--- src/verilog/usb_frontend_pkg.sv ---
// Shared register map, field layout and line-state codes for the USB front-end register block.
package usb_frontend_pkg;

  // Byte offsets of the registers on the AXI4-Lite bus.
  localparam logic [7:0] OFF_DEVICE_ADDRESS    = 8'h08;
  localparam logic [7:0] OFF_LAST_PACKET_ID    = 8'h2c;
  localparam logic [7:0] OFF_LAST_ENDPOINT     = 8'h30;
  localparam logic [7:0] OFF_ENDPOINT_MASK     = 8'h34;
  localparam logic [7:0] OFF_SESSION_MASK      = 8'h38;
  localparam logic [7:0] OFF_POWER_SIGNALLING  = 8'h3c;
  localparam logic [7:0] OFF_TRANSCEIVER_CTRL  = 8'h40;
  localparam logic [7:0] OFF_IRQ_STATUS        = 8'h44;
  localparam logic [7:0] OFF_IRQ_MASK          = 8'h48;

  // Field positions and widths.
  localparam int ADDR_W           = 7;
  localparam int PID_W            = 4;
  localparam int EP_W             = 4;
  localparam int EP_VALID_BIT     = 4;
  localparam int EP_COUNT         = 16;
  localparam int POWER_W          = 9;
  localparam int CTL_PD_DIS_BIT   = 18;
  localparam int CTL_RES_SE0_BIT  = 13;
  localparam int CTL_RES_K_BIT    = 12;
  localparam int CTL_FILT_LSB     = 8;
  localparam int FILT_W           = 4;
  localparam int CTL_HW_RESUME    = 7;
  localparam int CTL_CONF_LSB     = 4;
  localparam int CONF_W           = 3;
  localparam int FILT_CNT_W       = 17;

  // Interrupt status and mask bit positions.
  localparam int IRQ_W            = 3;
  localparam int IRQ_TOKEN_BIT    = 0;
  localparam int IRQ_RES_SE0_BIT  = 1;
  localparam int IRQ_RES_K_BIT    = 2;

  // Special-endpoint marker ORed into the receive-port endpoint number.
  localparam logic [4:0] EP_SPECIAL_OR = 5'h10;

  // Full-speed line-state codes.
  localparam logic [1:0] LS_SE0 = 2'h0;
  localparam logic [1:0] LS_K   = 2'h2;

  // AXI responses.
  localparam logic [1:0] RESP_OKAY   = 2'h0;
  localparam logic [1:0] RESP_SLVERR = 2'h2;

  // Reset values.
  localparam logic [31:0] RST_ZERO = 32'h0000_0000;

endpackage : usb_frontend_pkg

--- src/verilog/line_state_filter.sv ---
// Line-state glitch filter that passes a change only after it has been stable long enough.
`timescale 1ns/1ps
module line_state_filter (
  input  wire logic       aclk,
  input  wire logic       aresetn,
  input  wire logic [1:0] line_raw,
  input  wire logic [3:0] log2_len,
  output logic      [1:0] line_filt
);

  logic [1:0]  filt_ff;
  logic [1:0]  nxt_filt;
  logic [1:0]  cand_ff;
  logic [1:0]  nxt_cand;
  logic [16:0] cnt_ff;
  logic [16:0] nxt_cnt;
  logic [16:0] thresh;

  // Counts consecutive cycles of one differing value; a new value restarts the count.
  always_comb begin
    thresh   = 17'h00001 << log2_len;
    nxt_filt = filt_ff;
    nxt_cand = line_raw;
    nxt_cnt  = 17'h00000;
    if (line_raw != filt_ff) begin
      if (line_raw != cand_ff) begin
        nxt_cnt = 17'h00001;
      end else begin
        nxt_cnt = cnt_ff + 17'h00001;
      end
      if (nxt_cnt >= thresh) begin
        nxt_filt = line_raw;
        nxt_cnt  = 17'h00000;
      end
    end
  end

  // Registers only; a reset line state of SE0 matches an unattached bus.
  always_ff @(posedge aclk) begin
    if (!aresetn) begin
      filt_ff <= 2'h0;
      cand_ff <= 2'h0;
      cnt_ff  <= 17'h00000;
    end else begin
      filt_ff <= nxt_filt;
      cand_ff <= nxt_cand;
      cnt_ff  <= nxt_cnt;
    end
  end

  assign line_filt = filt_ff;

endmodule : line_state_filter

--- src/verilog/usb_frontend_regs.sv ---
// Token capture, endpoint marking and transceiver control registers behind an AXI4-Lite slave.
//
// Functional notes
// - Last received PID kept, read-only, resets zero.
// - Last token endpoint kept, read-only, resets zero.
// - Bit 4 flags a valid captured endpoint.
// - Masked endpoints reach receive port ORed 0x10.
// - Control bit 18 disables wide port pulldowns.
// - SE0 auto-resume sets bit 13 until cleared.
// - K auto-resume sets bit 12 until cleared.
// - Line change passes after 2^n stable cycles.
// - Bit 7 lets hardware handle suspend resume.
// - Bits 6:4 drive PHY configuration pins.
// - Only tokens to device address pass on.
`timescale 1ns/1ps
module usb_frontend_regs (
  input  wire logic        aclk,
  input  wire logic        aresetn,
  input  wire logic [7:0]  s_axi_awaddr,
  input  wire logic        s_axi_awvalid,
  output logic             s_axi_awready,
  input  wire logic [31:0] s_axi_wdata,
  input  wire logic [3:0]  s_axi_wstrb,
  input  wire logic        s_axi_wvalid,
  output logic             s_axi_wready,
  output logic [1:0]       s_axi_bresp,
  output logic             s_axi_bvalid,
  input  wire logic        s_axi_bready,
  input  wire logic [7:0]  s_axi_araddr,
  input  wire logic        s_axi_arvalid,
  output logic             s_axi_arready,
  output logic [31:0]      s_axi_rdata,
  output logic [1:0]       s_axi_rresp,
  output logic             s_axi_rvalid,
  input  wire logic        s_axi_rready,
  input  wire logic        token_strobe,
  input  wire logic [3:0]  token_pid,
  input  wire logic [6:0]  token_addr,
  input  wire logic [3:0]  token_endpoint,
  input  wire logic        token_has_endpoint,
  input  wire logic [1:0]  line_state,
  input  wire logic        suspended,
  output logic [4:0]       rx_endpoint,
  output logic             rx_strobe,
  output logic             wide_port_a_pulldown_en,
  output logic             wide_port_b_pulldown_en,
  output logic [2:0]       phy_config_inputs,
  output logic [1:0]       line_state_filt,
  output logic             resume_pulse,
  output logic             irq
);

  // Merges one written word into a register under the byte strobes.
  function automatic logic [31:0] merge(input logic [31:0] old, input logic [31:0] wd, input logic [3:0] st);
    logic [31:0] r;
    r = old;
    for (int i = 0; i < 4; i++) begin
      if (st[i]) begin
        r[i*8 +: 8] = wd[i*8 +: 8];
      end
    end
    return r;
  endfunction : merge

  // Bus channel state.
  logic        aw_held_ff, nxt_aw_held;
  logic        w_held_ff, nxt_w_held;
  logic [7:0]  awaddr_ff, nxt_awaddr;
  logic [31:0] wdata_ff, nxt_wdata;
  logic [3:0]  wstrb_ff, nxt_wstrb;
  logic        bvalid_ff, nxt_bvalid;
  logic [1:0]  bresp_ff, nxt_bresp;
  logic        rvalid_ff, nxt_rvalid;
  logic [1:0]  rresp_ff, nxt_rresp;
  logic [31:0] rdata_ff, nxt_rdata;
  logic        awready_ff, nxt_awready, wready_ff, nxt_wready, arready_ff, nxt_arready, do_write;
  // Register state.
  logic [6:0]  dev_addr_ff, nxt_dev_addr;
  logic [3:0]  pid_ff, nxt_pid;
  logic [3:0]  ep_ff, nxt_ep;
  logic        ep_valid_ff, nxt_ep_valid;
  logic [15:0] ep_mask_ff, nxt_ep_mask;
  logic [31:0] sess_mask_ff, nxt_sess_mask;
  logic [8:0]  power_ff, nxt_power;
  logic        pd_dis_ff, nxt_pd_dis, res_se0_ff, nxt_res_se0, res_k_ff, nxt_res_k;
  logic [3:0]  filt_len_ff, nxt_filt_len;
  logic        hw_resume_ff, nxt_hw_resume;
  logic [2:0]  conf_ff, nxt_conf;
  logic [2:0]  irq_stat_ff, nxt_irq_stat;
  logic [2:0]  irq_mask_ff, nxt_irq_mask;
  logic [4:0]  rx_ep_ff, nxt_rx_ep;
  logic        rx_strobe_ff, nxt_rx_strobe, resume_ff, nxt_resume, irq_ff, nxt_irq;
  logic [1:0]  filt_prev_ff, filt_now;
  logic        tok_hit, ev_se0, ev_k;
  logic [31:0] ctl_word, wmerged;
  // Line-state filter whose length comes from the control register.
  line_state_filter u_filter (
    .aclk      (aclk),
    .aresetn   (aresetn),
    .line_raw  (line_state),
    .log2_len  (filt_len_ff),
    .line_filt (filt_now)
  );

  // Bus handshakes and the control word as software sees it; one write and one read at a time, beats in either order.
  always_comb begin
    ctl_word = usb_frontend_pkg::RST_ZERO;
    ctl_word[usb_frontend_pkg::CTL_PD_DIS_BIT]  = pd_dis_ff;
    ctl_word[usb_frontend_pkg::CTL_RES_SE0_BIT] = res_se0_ff;
    ctl_word[usb_frontend_pkg::CTL_RES_K_BIT]   = res_k_ff;
    ctl_word[usb_frontend_pkg::CTL_FILT_LSB +: usb_frontend_pkg::FILT_W] = filt_len_ff;
    ctl_word[usb_frontend_pkg::CTL_HW_RESUME]   = hw_resume_ff;
    ctl_word[usb_frontend_pkg::CTL_CONF_LSB +: usb_frontend_pkg::CONF_W] = conf_ff;
    nxt_aw_held = aw_held_ff;
    nxt_w_held  = w_held_ff;
    nxt_awaddr  = awaddr_ff;
    nxt_wdata   = wdata_ff;
    nxt_wstrb   = wstrb_ff;
    nxt_bvalid  = bvalid_ff;
    nxt_bresp   = bresp_ff;
    nxt_rvalid  = rvalid_ff;
    nxt_rresp   = rresp_ff;
    nxt_rdata   = rdata_ff;
    do_write    = 1'b0;
    if (s_axi_awvalid && awready_ff) begin
      nxt_aw_held = 1'b1;
      nxt_awaddr  = s_axi_awaddr;
    end
    if (s_axi_wvalid && wready_ff) begin
      nxt_w_held = 1'b1;
      nxt_wdata  = s_axi_wdata;
      nxt_wstrb  = s_axi_wstrb;
    end
    if (bvalid_ff && s_axi_bready) begin
      nxt_bvalid = 1'b0;
    end
    if (aw_held_ff && w_held_ff && !bvalid_ff) begin
      do_write    = 1'b1;
      nxt_aw_held = 1'b0;
      nxt_w_held  = 1'b0;
      nxt_bvalid  = 1'b1;
      case (awaddr_ff)
        usb_frontend_pkg::OFF_DEVICE_ADDRESS, usb_frontend_pkg::OFF_LAST_PACKET_ID,
        usb_frontend_pkg::OFF_LAST_ENDPOINT, usb_frontend_pkg::OFF_ENDPOINT_MASK,
        usb_frontend_pkg::OFF_SESSION_MASK, usb_frontend_pkg::OFF_POWER_SIGNALLING,
        usb_frontend_pkg::OFF_TRANSCEIVER_CTRL, usb_frontend_pkg::OFF_IRQ_STATUS,
        usb_frontend_pkg::OFF_IRQ_MASK: nxt_bresp = usb_frontend_pkg::RESP_OKAY;
        default: nxt_bresp = usb_frontend_pkg::RESP_SLVERR;
      endcase
    end
    if (rvalid_ff && s_axi_rready) begin
      nxt_rvalid = 1'b0;
    end
    if (s_axi_arvalid && arready_ff) begin
      nxt_rvalid = 1'b1;
      nxt_rresp  = usb_frontend_pkg::RESP_OKAY;
      case (s_axi_araddr)
        usb_frontend_pkg::OFF_DEVICE_ADDRESS:   nxt_rdata = {25'h0000000, dev_addr_ff};
        usb_frontend_pkg::OFF_LAST_PACKET_ID:   nxt_rdata = {28'h0000000, pid_ff};
        usb_frontend_pkg::OFF_LAST_ENDPOINT:    nxt_rdata = {27'h0000000, ep_valid_ff, ep_ff};
        usb_frontend_pkg::OFF_ENDPOINT_MASK:    nxt_rdata = {16'h0000, ep_mask_ff};
        usb_frontend_pkg::OFF_SESSION_MASK:     nxt_rdata = sess_mask_ff;
        usb_frontend_pkg::OFF_POWER_SIGNALLING: nxt_rdata = {23'h000000, power_ff};
        usb_frontend_pkg::OFF_TRANSCEIVER_CTRL: nxt_rdata = ctl_word;
        usb_frontend_pkg::OFF_IRQ_STATUS:       nxt_rdata = {29'h00000000, irq_stat_ff};
        usb_frontend_pkg::OFF_IRQ_MASK:         nxt_rdata = {29'h00000000, irq_mask_ff};
        default: begin
          nxt_rdata = usb_frontend_pkg::RST_ZERO;
          nxt_rresp = usb_frontend_pkg::RESP_SLVERR;
        end
      endcase
    end
    // Ready is withheld while a beat is held, so a second write cannot overtake the first.
    nxt_awready = !nxt_aw_held && !nxt_bvalid;
    nxt_wready  = !nxt_w_held && !nxt_bvalid;
    nxt_arready = !nxt_rvalid;
  end

  // Token capture, resume detection, register writes and interrupts.
  always_comb begin
    wmerged       = usb_frontend_pkg::RST_ZERO;
    nxt_dev_addr  = dev_addr_ff;
    nxt_pid       = pid_ff;
    nxt_ep        = ep_ff;
    nxt_ep_valid  = ep_valid_ff;
    nxt_ep_mask   = ep_mask_ff;
    nxt_sess_mask = sess_mask_ff;
    nxt_power     = power_ff;
    nxt_pd_dis    = pd_dis_ff;
    nxt_res_se0   = res_se0_ff;
    nxt_res_k     = res_k_ff;
    nxt_filt_len  = filt_len_ff;
    nxt_hw_resume = hw_resume_ff;
    nxt_conf      = conf_ff;
    nxt_irq_stat  = irq_stat_ff;
    nxt_irq_mask  = irq_mask_ff;
    nxt_rx_ep     = rx_ep_ff;
    nxt_rx_strobe = 1'b0;
    tok_hit = token_strobe && (token_addr == dev_addr_ff);
    ev_se0  = hw_resume_ff && suspended && (filt_now != filt_prev_ff) && (filt_now == usb_frontend_pkg::LS_SE0);
    ev_k    = hw_resume_ff && suspended && (filt_now != filt_prev_ff) && (filt_now == usb_frontend_pkg::LS_K);
    nxt_resume = ev_se0 || ev_k;
    if (do_write) begin
      case (awaddr_ff)
        usb_frontend_pkg::OFF_DEVICE_ADDRESS: begin
          wmerged      = merge({25'h0000000, dev_addr_ff}, wdata_ff, wstrb_ff);
          nxt_dev_addr = wmerged[usb_frontend_pkg::ADDR_W-1:0];
        end
        usb_frontend_pkg::OFF_ENDPOINT_MASK: begin
          wmerged     = merge({16'h0000, ep_mask_ff}, wdata_ff, wstrb_ff);
          nxt_ep_mask = wmerged[usb_frontend_pkg::EP_COUNT-1:0];
        end
        usb_frontend_pkg::OFF_SESSION_MASK: begin
          nxt_sess_mask = merge(sess_mask_ff, wdata_ff, wstrb_ff);
        end
        usb_frontend_pkg::OFF_POWER_SIGNALLING: begin
          wmerged   = merge({23'h000000, power_ff}, wdata_ff, wstrb_ff);
          nxt_power = wmerged[usb_frontend_pkg::POWER_W-1:0];
        end
        usb_frontend_pkg::OFF_TRANSCEIVER_CTRL: begin
          wmerged       = merge(ctl_word, wdata_ff, wstrb_ff);
          nxt_pd_dis    = wmerged[usb_frontend_pkg::CTL_PD_DIS_BIT];
          nxt_res_se0   = wmerged[usb_frontend_pkg::CTL_RES_SE0_BIT] && res_se0_ff;
          nxt_res_k     = wmerged[usb_frontend_pkg::CTL_RES_K_BIT] && res_k_ff;
          nxt_filt_len  = wmerged[usb_frontend_pkg::CTL_FILT_LSB +: usb_frontend_pkg::FILT_W];
          nxt_hw_resume = wmerged[usb_frontend_pkg::CTL_HW_RESUME];
          nxt_conf      = wmerged[usb_frontend_pkg::CTL_CONF_LSB +: usb_frontend_pkg::CONF_W];
        end
        usb_frontend_pkg::OFF_IRQ_STATUS: begin
          if (wstrb_ff[0]) begin
            nxt_irq_stat = irq_stat_ff & ~wdata_ff[usb_frontend_pkg::IRQ_W-1:0];
          end
        end
        usb_frontend_pkg::OFF_IRQ_MASK: begin
          if (wstrb_ff[0]) begin
            nxt_irq_mask = wdata_ff[usb_frontend_pkg::IRQ_W-1:0];
          end
        end
        default: wmerged = usb_frontend_pkg::RST_ZERO;
      endcase
    end
    // Hardware events come last so that a set in the same cycle as a clear wins.
    if (tok_hit) begin
      nxt_pid       = token_pid;
      nxt_ep        = token_has_endpoint ? token_endpoint : 4'h0;
      nxt_ep_valid  = token_has_endpoint;
      nxt_rx_ep     = ep_mask_ff[token_endpoint] ? ({1'b0, token_endpoint} | usb_frontend_pkg::EP_SPECIAL_OR)
                                                 : {1'b0, token_endpoint};
      nxt_rx_strobe = token_has_endpoint;
      nxt_irq_stat[usb_frontend_pkg::IRQ_TOKEN_BIT] = 1'b1;
    end
    if (ev_se0) begin
      nxt_res_se0 = 1'b1;
      nxt_irq_stat[usb_frontend_pkg::IRQ_RES_SE0_BIT] = 1'b1;
    end
    if (ev_k) begin
      nxt_res_k = 1'b1;
      nxt_irq_stat[usb_frontend_pkg::IRQ_RES_K_BIT] = 1'b1;
    end
    nxt_irq = |(nxt_irq_stat & nxt_irq_mask);
  end
  // State registers only.
  always_ff @(posedge aclk) begin
    if (!aresetn) begin
      aw_held_ff <= 1'b0;  w_held_ff <= 1'b0;  awaddr_ff <= 8'h00;
      wdata_ff <= 32'h00000000;  wstrb_ff <= 4'h0;
      bvalid_ff <= 1'b0;  bresp_ff <= 2'h0;  rvalid_ff <= 1'b0;  rresp_ff <= 2'h0;
      rdata_ff <= 32'h00000000;
      awready_ff <= 1'b0;  wready_ff <= 1'b0;  arready_ff <= 1'b0;
      dev_addr_ff <= 7'h00;  pid_ff <= 4'h0;  ep_ff <= 4'h0;  ep_valid_ff <= 1'b0;
      ep_mask_ff <= 16'h0000;  sess_mask_ff <= 32'h00000000;  power_ff <= 9'h000;
      pd_dis_ff <= 1'b0;  res_se0_ff <= 1'b0;  res_k_ff <= 1'b0;  filt_len_ff <= 4'h0;
      hw_resume_ff <= 1'b0;  conf_ff <= 3'h0;  irq_stat_ff <= 3'h0;  irq_mask_ff <= 3'h0;
      rx_ep_ff <= 5'h00;  rx_strobe_ff <= 1'b0;  resume_ff <= 1'b0;  irq_ff <= 1'b0;
      filt_prev_ff <= 2'h0;
    end else begin
      aw_held_ff <= nxt_aw_held;  w_held_ff <= nxt_w_held;  awaddr_ff <= nxt_awaddr;
      wdata_ff <= nxt_wdata;  wstrb_ff <= nxt_wstrb;
      bvalid_ff <= nxt_bvalid;  bresp_ff <= nxt_bresp;  rvalid_ff <= nxt_rvalid;  rresp_ff <= nxt_rresp;
      rdata_ff <= nxt_rdata;
      awready_ff <= nxt_awready;  wready_ff <= nxt_wready;  arready_ff <= nxt_arready;
      dev_addr_ff <= nxt_dev_addr;  pid_ff <= nxt_pid;  ep_ff <= nxt_ep;  ep_valid_ff <= nxt_ep_valid;
      ep_mask_ff <= nxt_ep_mask;  sess_mask_ff <= nxt_sess_mask;  power_ff <= nxt_power;
      pd_dis_ff <= nxt_pd_dis;  res_se0_ff <= nxt_res_se0;  res_k_ff <= nxt_res_k;  filt_len_ff <= nxt_filt_len;
      hw_resume_ff <= nxt_hw_resume;  conf_ff <= nxt_conf;  irq_stat_ff <= nxt_irq_stat;  irq_mask_ff <= nxt_irq_mask;
      rx_ep_ff <= nxt_rx_ep;  rx_strobe_ff <= nxt_rx_strobe;  resume_ff <= nxt_resume;  irq_ff <= nxt_irq;
      filt_prev_ff <= filt_now;
    end
  end

  // Outputs straight from flip-flops; the filtered state is a register inside the filter.
  assign s_axi_awready           = awready_ff;
  assign s_axi_wready            = wready_ff;
  assign s_axi_bvalid            = bvalid_ff;
  assign s_axi_bresp             = bresp_ff;
  assign s_axi_arready           = arready_ff;
  assign s_axi_rvalid            = rvalid_ff;
  assign s_axi_rresp             = rresp_ff;
  assign s_axi_rdata             = rdata_ff;
  assign rx_endpoint             = rx_ep_ff;
  assign rx_strobe               = rx_strobe_ff;
  assign wide_port_a_pulldown_en = !pd_dis_ff;
  assign wide_port_b_pulldown_en = !pd_dis_ff;
  assign phy_config_inputs       = conf_ff;
  assign line_state_filt         = filt_now;
  assign resume_pulse            = resume_ff;
  assign irq                     = irq_ff;

  // Checks on the captured token fields and control outputs.
  a_pid_capture: assert property (@(posedge aclk) disable iff (!aresetn)
    tok_hit |=> (pid_ff == $past(token_pid))) else $error("packet id not captured");
  a_ep_capture: assert property (@(posedge aclk) disable iff (!aresetn)
    (tok_hit && token_has_endpoint) |=> (ep_ff == $past(token_endpoint)) && ep_valid_ff)
    else $error("endpoint not captured");
  a_ep_valid_clr: assert property (@(posedge aclk) disable iff (!aresetn)
    (tok_hit && !token_has_endpoint) |=> !ep_valid_ff) else $error("endpoint valid left set");
  a_special_ep: assert property (@(posedge aclk) disable iff (!aresetn)
    tok_hit |=> (rx_ep_ff[4] == $past(ep_mask_ff[token_endpoint])) && (rx_ep_ff[3:0] == $past(token_endpoint)))
    else $error("special endpoint marker wrong");
  a_pulldown_ctl: assert property (@(posedge aclk) disable iff (!aresetn)
    (do_write && (awaddr_ff == usb_frontend_pkg::OFF_TRANSCEIVER_CTRL) &&
    wstrb_ff[usb_frontend_pkg::CTL_PD_DIS_BIT / 8]) |=>
    (wide_port_a_pulldown_en == !$past(wdata_ff[usb_frontend_pkg::CTL_PD_DIS_BIT])) &&
    (wide_port_a_pulldown_en == wide_port_b_pulldown_en)) else $error("pulldown enable mismatch");
  a_se0_sticky: assert property (@(posedge aclk) disable iff (!aresetn)
    (res_se0_ff && !do_write) |=> res_se0_ff) else $error("se0 resume flag lost");
  a_k_flag_set: assert property (@(posedge aclk) disable iff (!aresetn)
    ev_k |=> res_k_ff && resume_ff) else $error("k resume flag not set");
  a_addr_filter: assert property (@(posedge aclk) disable iff (!aresetn)
    (token_strobe && token_addr != dev_addr_ff) |=> !rx_strobe_ff && $stable(pid_ff))
    else $error("foreign token passed on");
  a_no_hw_resume: assert property (@(posedge aclk) disable iff (!aresetn)
    (!hw_resume_ff && !do_write) |=> !resume_ff && $stable(res_se0_ff) && $stable(res_k_ff))
    else $error("resume without hardware handling");

endmodule : usb_frontend_regs

--- config.mk ---
export PLATFORM = sky130hd
export DESIGN_NAME = usb_frontend_regs
export DESIGN_NICKNAME = d
export VERILOG_FILES = /design/src/verilog/usb_frontend_pkg.sv /design/src/verilog/line_state_filter.sv /design/src/verilog/usb_frontend_regs.sv
export SDC_FILE = /design/constraint.sdc
export NUM_CORES = 1
export LEC_CHECK = 0
export BUFFER_PORTS_ARGS = -buffer_cell sky130_fd_sc_hd__buf_4
export CAP_MARGIN = 15
export CORE_UTILIZATION = 30
export DETAILED_ROUTE_END_ITERATION = 8
export PLACE_DENSITY = 0.54
export SYNTH_ARGS = -nofsm -noshare
export SYNTH_HDL_FRONTEND = slang
export SYNTH_SLANG_ARGS = --single-unit
export TNS_END_PERCENT = 50
--- constraint.sdc ---
create_clock -name aclk -period 5.9 [get_ports aclk]
set_input_delay 1.18 -clock aclk [delete_from_list [all_inputs] [get_ports aclk]]
set_output_delay 1.18 -clock aclk [all_outputs]
set_load 0.01 [all_outputs]
== Yosys cells after proc, flatten, opt, wreduce, memory -nomap -nowiden ==
Cells that the tools add are included.
Storage, ports and cells
  register bits after elaboration: 208
  input port bits: 79
  output and inout bits: 56
Operators by class
  $add $sub $neg: 1
  $lt $le $gt $ge: 2
  equality and inequality tests: 24
  shift-type cells: 1
  muxes and demuxes: 36
  bitwise gates (word level): 5
  reduce and logical (&&, ||, !) cells: 48
Operators with widths (number)
  one-hot mux 32 bit (9 select lines): 1
  == test 8 x 6 -> 1 bit (second input constant): 10
  == test 8 x 7 -> 1 bit (second input constant): 6
  AND reduction 3 bit: 12
  2-to-1 mux 17 bit: 2
  2-to-1 mux 1 bit: 19
  2-to-1 mux 3 bit: 6
  2-to-1 mux 6 bit: 3
  OR reduction 9 bit: 2
  adder 17 x 1 -> 17 bit (second input constant): 1
  greater-or-equal comparator 17 bit: 1
  left shift 1 x 4 -> 17 bit (first input constant): 1
  == test 8 x 4 -> 1 bit (second input constant): 2
  logical AND 1 bit: 16
  AND reduction 2 bit: 4
  nonzero test 2 bit: 4
  == test 7 bit: 1
  AND 3 bit: 2
  logical NOT 1 bit: 6
  != test 2 bit: 3
  OR reduction 3 bit: 2
  < comparator 4 x 5 -> 1 bit (second input constant): 1
  2-to-1 mux 5 bit: 1
  binary-select mux 1 bit (select 4 bit): 1
  other kinds (8): 10

== Logic depth before layout (Yosys ltp) ==
  depth after elaboration: 8
  depth in mapped cells: 16

== By module ==
From an unflattened synthesis, not the netlist that was laid out.
Unflattened totals
  cells, all modules: 1067
  area total of the unflattened synthesis: 9066.2 µm²
Modules (own cells, without submodules)
  usb_frontend_regs: times used 1, cells an instance 884, area each 7497.2 µm², sequential area each 3703.6 µm²
  line_state_filter: times used 1, cells an instance 183, area each 1569.0 µm², sequential area each 420.4 µm²

== Worst setup path after synthesis ==
OpenSTA, ideal clock, no wires.
  kind: input -> register
  start: input line_state[0]
  end: register u_filter.cnt_ff[10]
  arrival time: 3.399 ns
  data required time: 5.822 ns
  slack: 2.423 ns
  cell stages on the path: 13
  path buffers: 3
  path through: xnor2_1 > nand2_1 > clkbuf_1 > nor2_1 > ha_1 > a21oi_1 > a21boi_0 > o31ai_1 > a31oi_1 > or3_1 > clkbuf_2 > buf_4 > nor3_1
On the way
  cells in the longest elaborated chain, start to end: 5
  elaborated cells on any way between the ends: 7
  classes of those cells: order compare: 1; eq/ne: 2; mux: 2; bitwise: 1; reduce/logical: 1
RTL lines
  from (decl): RTL line usb_frontend_regs.sv:41  | input wire logic [1:0] line_state,
  != test 2 bit: RTL line line_state_filter.sv:26  | if (line_raw != cand_ff) begin
  2-to-1 mux 17 bit: RTL line line_state_filter.sv:26
  2-to-1 mux 17 bit: RTL line line_state_filter.sv:25  | if (line_raw != filt_ff) begin
  greater-or-equal comparator 17 bit: RTL line line_state_filter.sv:31  | if (nxt_cnt >= thresh) begin
  OR reduction 3 bit (no source line)
  to (signal assigned): RTL line line_state_filter.sv:47  | cnt_ff <= nxt_cnt;
  to (decl): RTL line line_state_filter.sv:15  | logic [16:0] cnt_ff;
Parallel ways exist; a longest one is shown, timed or not. The select of a mux whose other input is x is not followed.
A chain may end at the register's enable or synchronous reset.

== Worst setup path in the final report ==
  start: input line_state[0]
  end: register u_filter.cnt_ff[7]
The elaborated chain is that of the path after synthesis.

==> summary.md <==
| Metric | Value |
|---|---|
| Async SR Flop Fraction | `0` |
| Required @ worst endpoint | `6.31 ns` |
| CP arrival | `4.18 ns` |
| NetSw | `between 700 and 800 uW` |
| Total CTS buffers | `24` |
| Clock Power Share | `0.493` |
| Mean Syn Cell Area | `about 8.8 sq um` |
| Fraction of layout cells with a size suffix above 1 | `0.1716` |
| Max-cap viol count | `0` |
| Worst setup SP type | `primary input` |
| EDFF count, synth | `0` |
| Fillers | `about 3100` |
| FF+latch count, synth | `around 210` |
| Final Cycle Share | `0.6383` |
| Setup ws final | `around 2.1 ns` |
| Initial antenna violation count | `0` |
| Comb power frac | `0.056` |
| Internal | `around 2500 uW` |
| Reg2reg end | `u_filter.cnt_ff[7]$_SDFF_PP0_` |
| Top delay family on crit path | `simple AND/OR/NAND/NOR gates` |
| Crit path cell chain | `buf_4 -> xnor2_1 -> nand2_1 -> nor2_1 -> ha_1 -> a211oi_1 -> o21bai_1 -> a21oi_1 -> a31oi_1 -> or3_1 -> nor3_1` |
| Yosys Warn Count | `0` |
| Final hold violation count | `0` |
| Rel. slew slack | `0.2794` |
| Vias in the first global route | `between 7000 and 8000` |
| CP Class | `in2reg` |
| Clock transition at path regs | `0.06 ns` |
| Switching share of power | `0.2210` |
| Pre-CTS setup slack | `between 1.5 and 2 ns` |
| Post-CTS Setup Inserts | `0` |
| CP max-delay cell | `or3_1` |
| Height of the chip | `between 150 and 200 um` |
| Hold Crit Depth | `2` |
| R2R Setup Slk | `between 2 and 2.5 ns` |
| DRT antenna net count | `0` |
| CTS tree | `built` |
| Core Footprint | `around 30000 sq um` |
| Vias per cell | `a little under 5` |
| DRT iter0 DRCs | `around 360` |
| Commonest non-fill, non-tap cells in the layout | `dfxtp_1, nand2_1, buf_4` |
| H-Tree Level Count | `1` |
| P&R area growth vs syn | `22.86%` |
| GR Overflow Total | `0` |
| Drt pass-1 iters | `4` |
| Fmax | `around 0.27 GHz` |
| Crit path largest cell delay | `0.61 ns` |
| Leak | `0.004166 uW` |
| RSZ-0062 raised after global routing | `no` |
| Post-synthesis sequential area ratio | `0.4446` |
| Status | `finished clean` |
| Pins Over Slew Limit | `0` |
| Row count | `64` |
| Ys flop type | `dfxtp_1` |
| Hold Path End | `sess_mask_ff[28]$_SDFFE_PN0P_` |
| # port buffers | `132` |
| Die ar. | `31620 sq um` |
| Peak VDD IR | `between 0.15 and 0.2 mV` |
| Mean routed wirelength per cell | `around 16 um` |
| Die W | `177.8 um` |
| Sink Count | `around 210` |
| Final Critical Period | `between 3 and 4 ns` |
| PostCTS Resize Cnt | `0` |
| Crit path buf inv count | `1` |
| HPWL Detailed | `about 18 mm` |
| Min-Delay Path Class | `reg2reg` |
| Min-delay src | `sess_mask_ff[28]$_SDFFE_PN0P_` |
| Cell Area, Synth | `around 9300 sq um` |
| Crit-path max FO | `31` |
| Via Count | `roughly 7600` |
| Hold buffers post-CTS | `0` |
| Commonest non-fill, non-tap cell in the layout | `dfxtp_1` |
| R2r startpoint | `u_filter.cnt_ff[0]$_SDFF_PP0_` |
| DRT Wirelength | `between 20 and 30 mm` |
| Placer Congestion | `between 0.7 and 0.8` |
| Io pins | `~140` |
| Starting Density | `0.3040` |
| Clock Path Buffers | `3` |
| Worst-Margin Slew | `1.080 ns` |
| DR DRC count | `0` |
| TNS Setup | `0 ns` |
| Pwr/cell area | `around 280 nW/um^2` |
| Nets@finish | `around 1200` |
| Worst Skew | `around 0.011 ns` |
| Clk Latency, worst-skew pair | `between 0.5 and 0.6 ns` |
| Seq pwr share | `0.451` |
| First-pass GRT wire length | `a little over 40 mm` |
| Synth unique cells | `60` |
| Critical path endpoint category | `register` |
| Total GRT Usage | `0.1645` |
| Root buffer cell | `clkbuf_16` |
| Largest net degree at the start of global routing | `about 110` |
| Gate Count Post-Synth | `between 1000 and 1500` |
| N_diodes | `0` |
| Worst reg2reg path depth | `14` |
| Final setup viols | `0` |
-- final cells by class --
cell class / count / area [sq um] / share of cell area
Sequential cell: 206 / 4124 / 0.3619
Inverter: 7 / 26.28 / 0.002306
Multi-Input combinational cell: 775 / 4853 / 0.4259
Clock buffer: 37 / 740.7 / 0.06500
Clock inverter: 7 / 112.6 / 0.009881
Tap cell: 396 / 495.5 / 0.04348
Timing Repair Buffer: 139 / 1044 / 0.09157
-- synth_stat cells (5+ instances only) --
master	n	share of area
a21boi_0	94	0.076
a21oi_1	6	0.0032
a22oi_1	28	0.023
and2_1	13	0.0088
and3_1	8	0.0054
buf_2	9	0.0049
clkbuf_1	50	0.020
dfxtp_1	206	0.44
ha_1	17	0.023
inv_1	7	0.0028
mux2_2	7	0.0085
mux2i_1	48	0.052
mux4_2	5	0.012
nand2_1	204	0.083
nand3_1	58	0.031
nand4_1	12	0.0081
nor2_1	48	0.019
nor2b_1	66	0.045
nor3_1	26	0.014
o211a_1	7	0.0076
o21ai_0	32	0.017
or3_1	5	0.0034
xnor2_1	16	0.015
xor2_1	10	0.0094
-- cell families (layout without fill, tap and decap cells) --
kind of cell | Yosys count | after routing | share of synthesized area
and+or+nand+nor | 470 | 470 | 0.2477
DFF | 206 | 206 | 0.4446
AOI/OAI and AO/OA | 199 | 199 | 0.1545
buffers and inverters | 74 | 190 | 0.03291
muxes | 60 | 60 | 0.07244
xor gates and xnor gates | 26 | 26 | 0.02455
adders and majority gates | 17 | 17 | 0.02293
other | 1 | 3 | 0.0004043
-- power by group through the flow --
stage | clock network, uW | logic [uW] | registers (uW)
floorplan | 0 | 101 | 1470
detailed placement | 0 | 183 | 1470
global route | 1680 | 200 | 1450
CTS | 1620 | 184 | 1440
finish | 1580 | 180 | 1440
global placement | 0 | 183 | 1470
-- through the flow --
step                      hold slack (ns)  power [uW]  cells  area (sq um)    util
after floorplan                    0.4347        1566   1055          9283       -
final                              0.4528        3199   1567         11400  0.3735
after global placement             0.4423        1656   1523         10540  0.3456
after CTS                          0.4540        3242   1567         11400  0.3735
after detailed placement           0.4459        1656   1523         10540  0.3456
after global routing               0.4696        3324   1567         11400  0.3735
-- sequential cells by signal, indices dropped and copies added, names as in the netlist, 4 cells and up --
register         count
pid_ff               4
sess_mask_ff        32
rx_endpoint          5
awaddr_ff            8
wstrb_ff             4
ep_mask_ff          16
filt_len_ff          4
power_ff             9
s_axi_rdata         32
wdata_ff            32
ep_ff                4
dev_addr_ff          7
u_filter.cnt_ff     17
-- worst register-to-register path, delay by kind of cell (launching register included) --
kind,cells,cell delay [ns]
AND/OR/NAND/NOR,9,1.90
adder cells (fa/ha/maj),2,0.56
flip-flops,1,0.38
AO/OA/AOI/OAI,2,0.36
XOR/XNOR,1,0.23
-- worst max path at each step --
stage	startpoint	endpoint	slack, ns	cells past startpoint
finish	line_state[0]	u_filter.cnt_ff[7]$_SDFF_PP0_	2.13	11
floorplan	line_state[0]	u_filter.cnt_ff[10]$_SDFF_PP0_	2.42	13
global placement	line_state[0]	u_filter.cnt_ff[7]$_SDFF_PP0_	1.75	11
detailed placement	line_state[0]	u_filter.cnt_ff[9]$_SDFF_PP0_	1.60	11
global route	line_state[0]	u_filter.cnt_ff[10]$_SDFF_PP0_	1.69	11
CTS	line_state[0]	u_filter.cnt_ff[9]$_SDFF_PP0_	2.13	11
-- metal layers --
layer,up-vias,wire length (um),GRT usage,share of wire
met5,-,0,0,0
met4,0,386,0.03882,0.015
met3,29,1493,0.03813,0.058
met2,153,11960,0.2726,0.46
met1,3561,11920,0.2147,0.46
li1,3848,-,-,-
(Power assumes the default switching activity.)
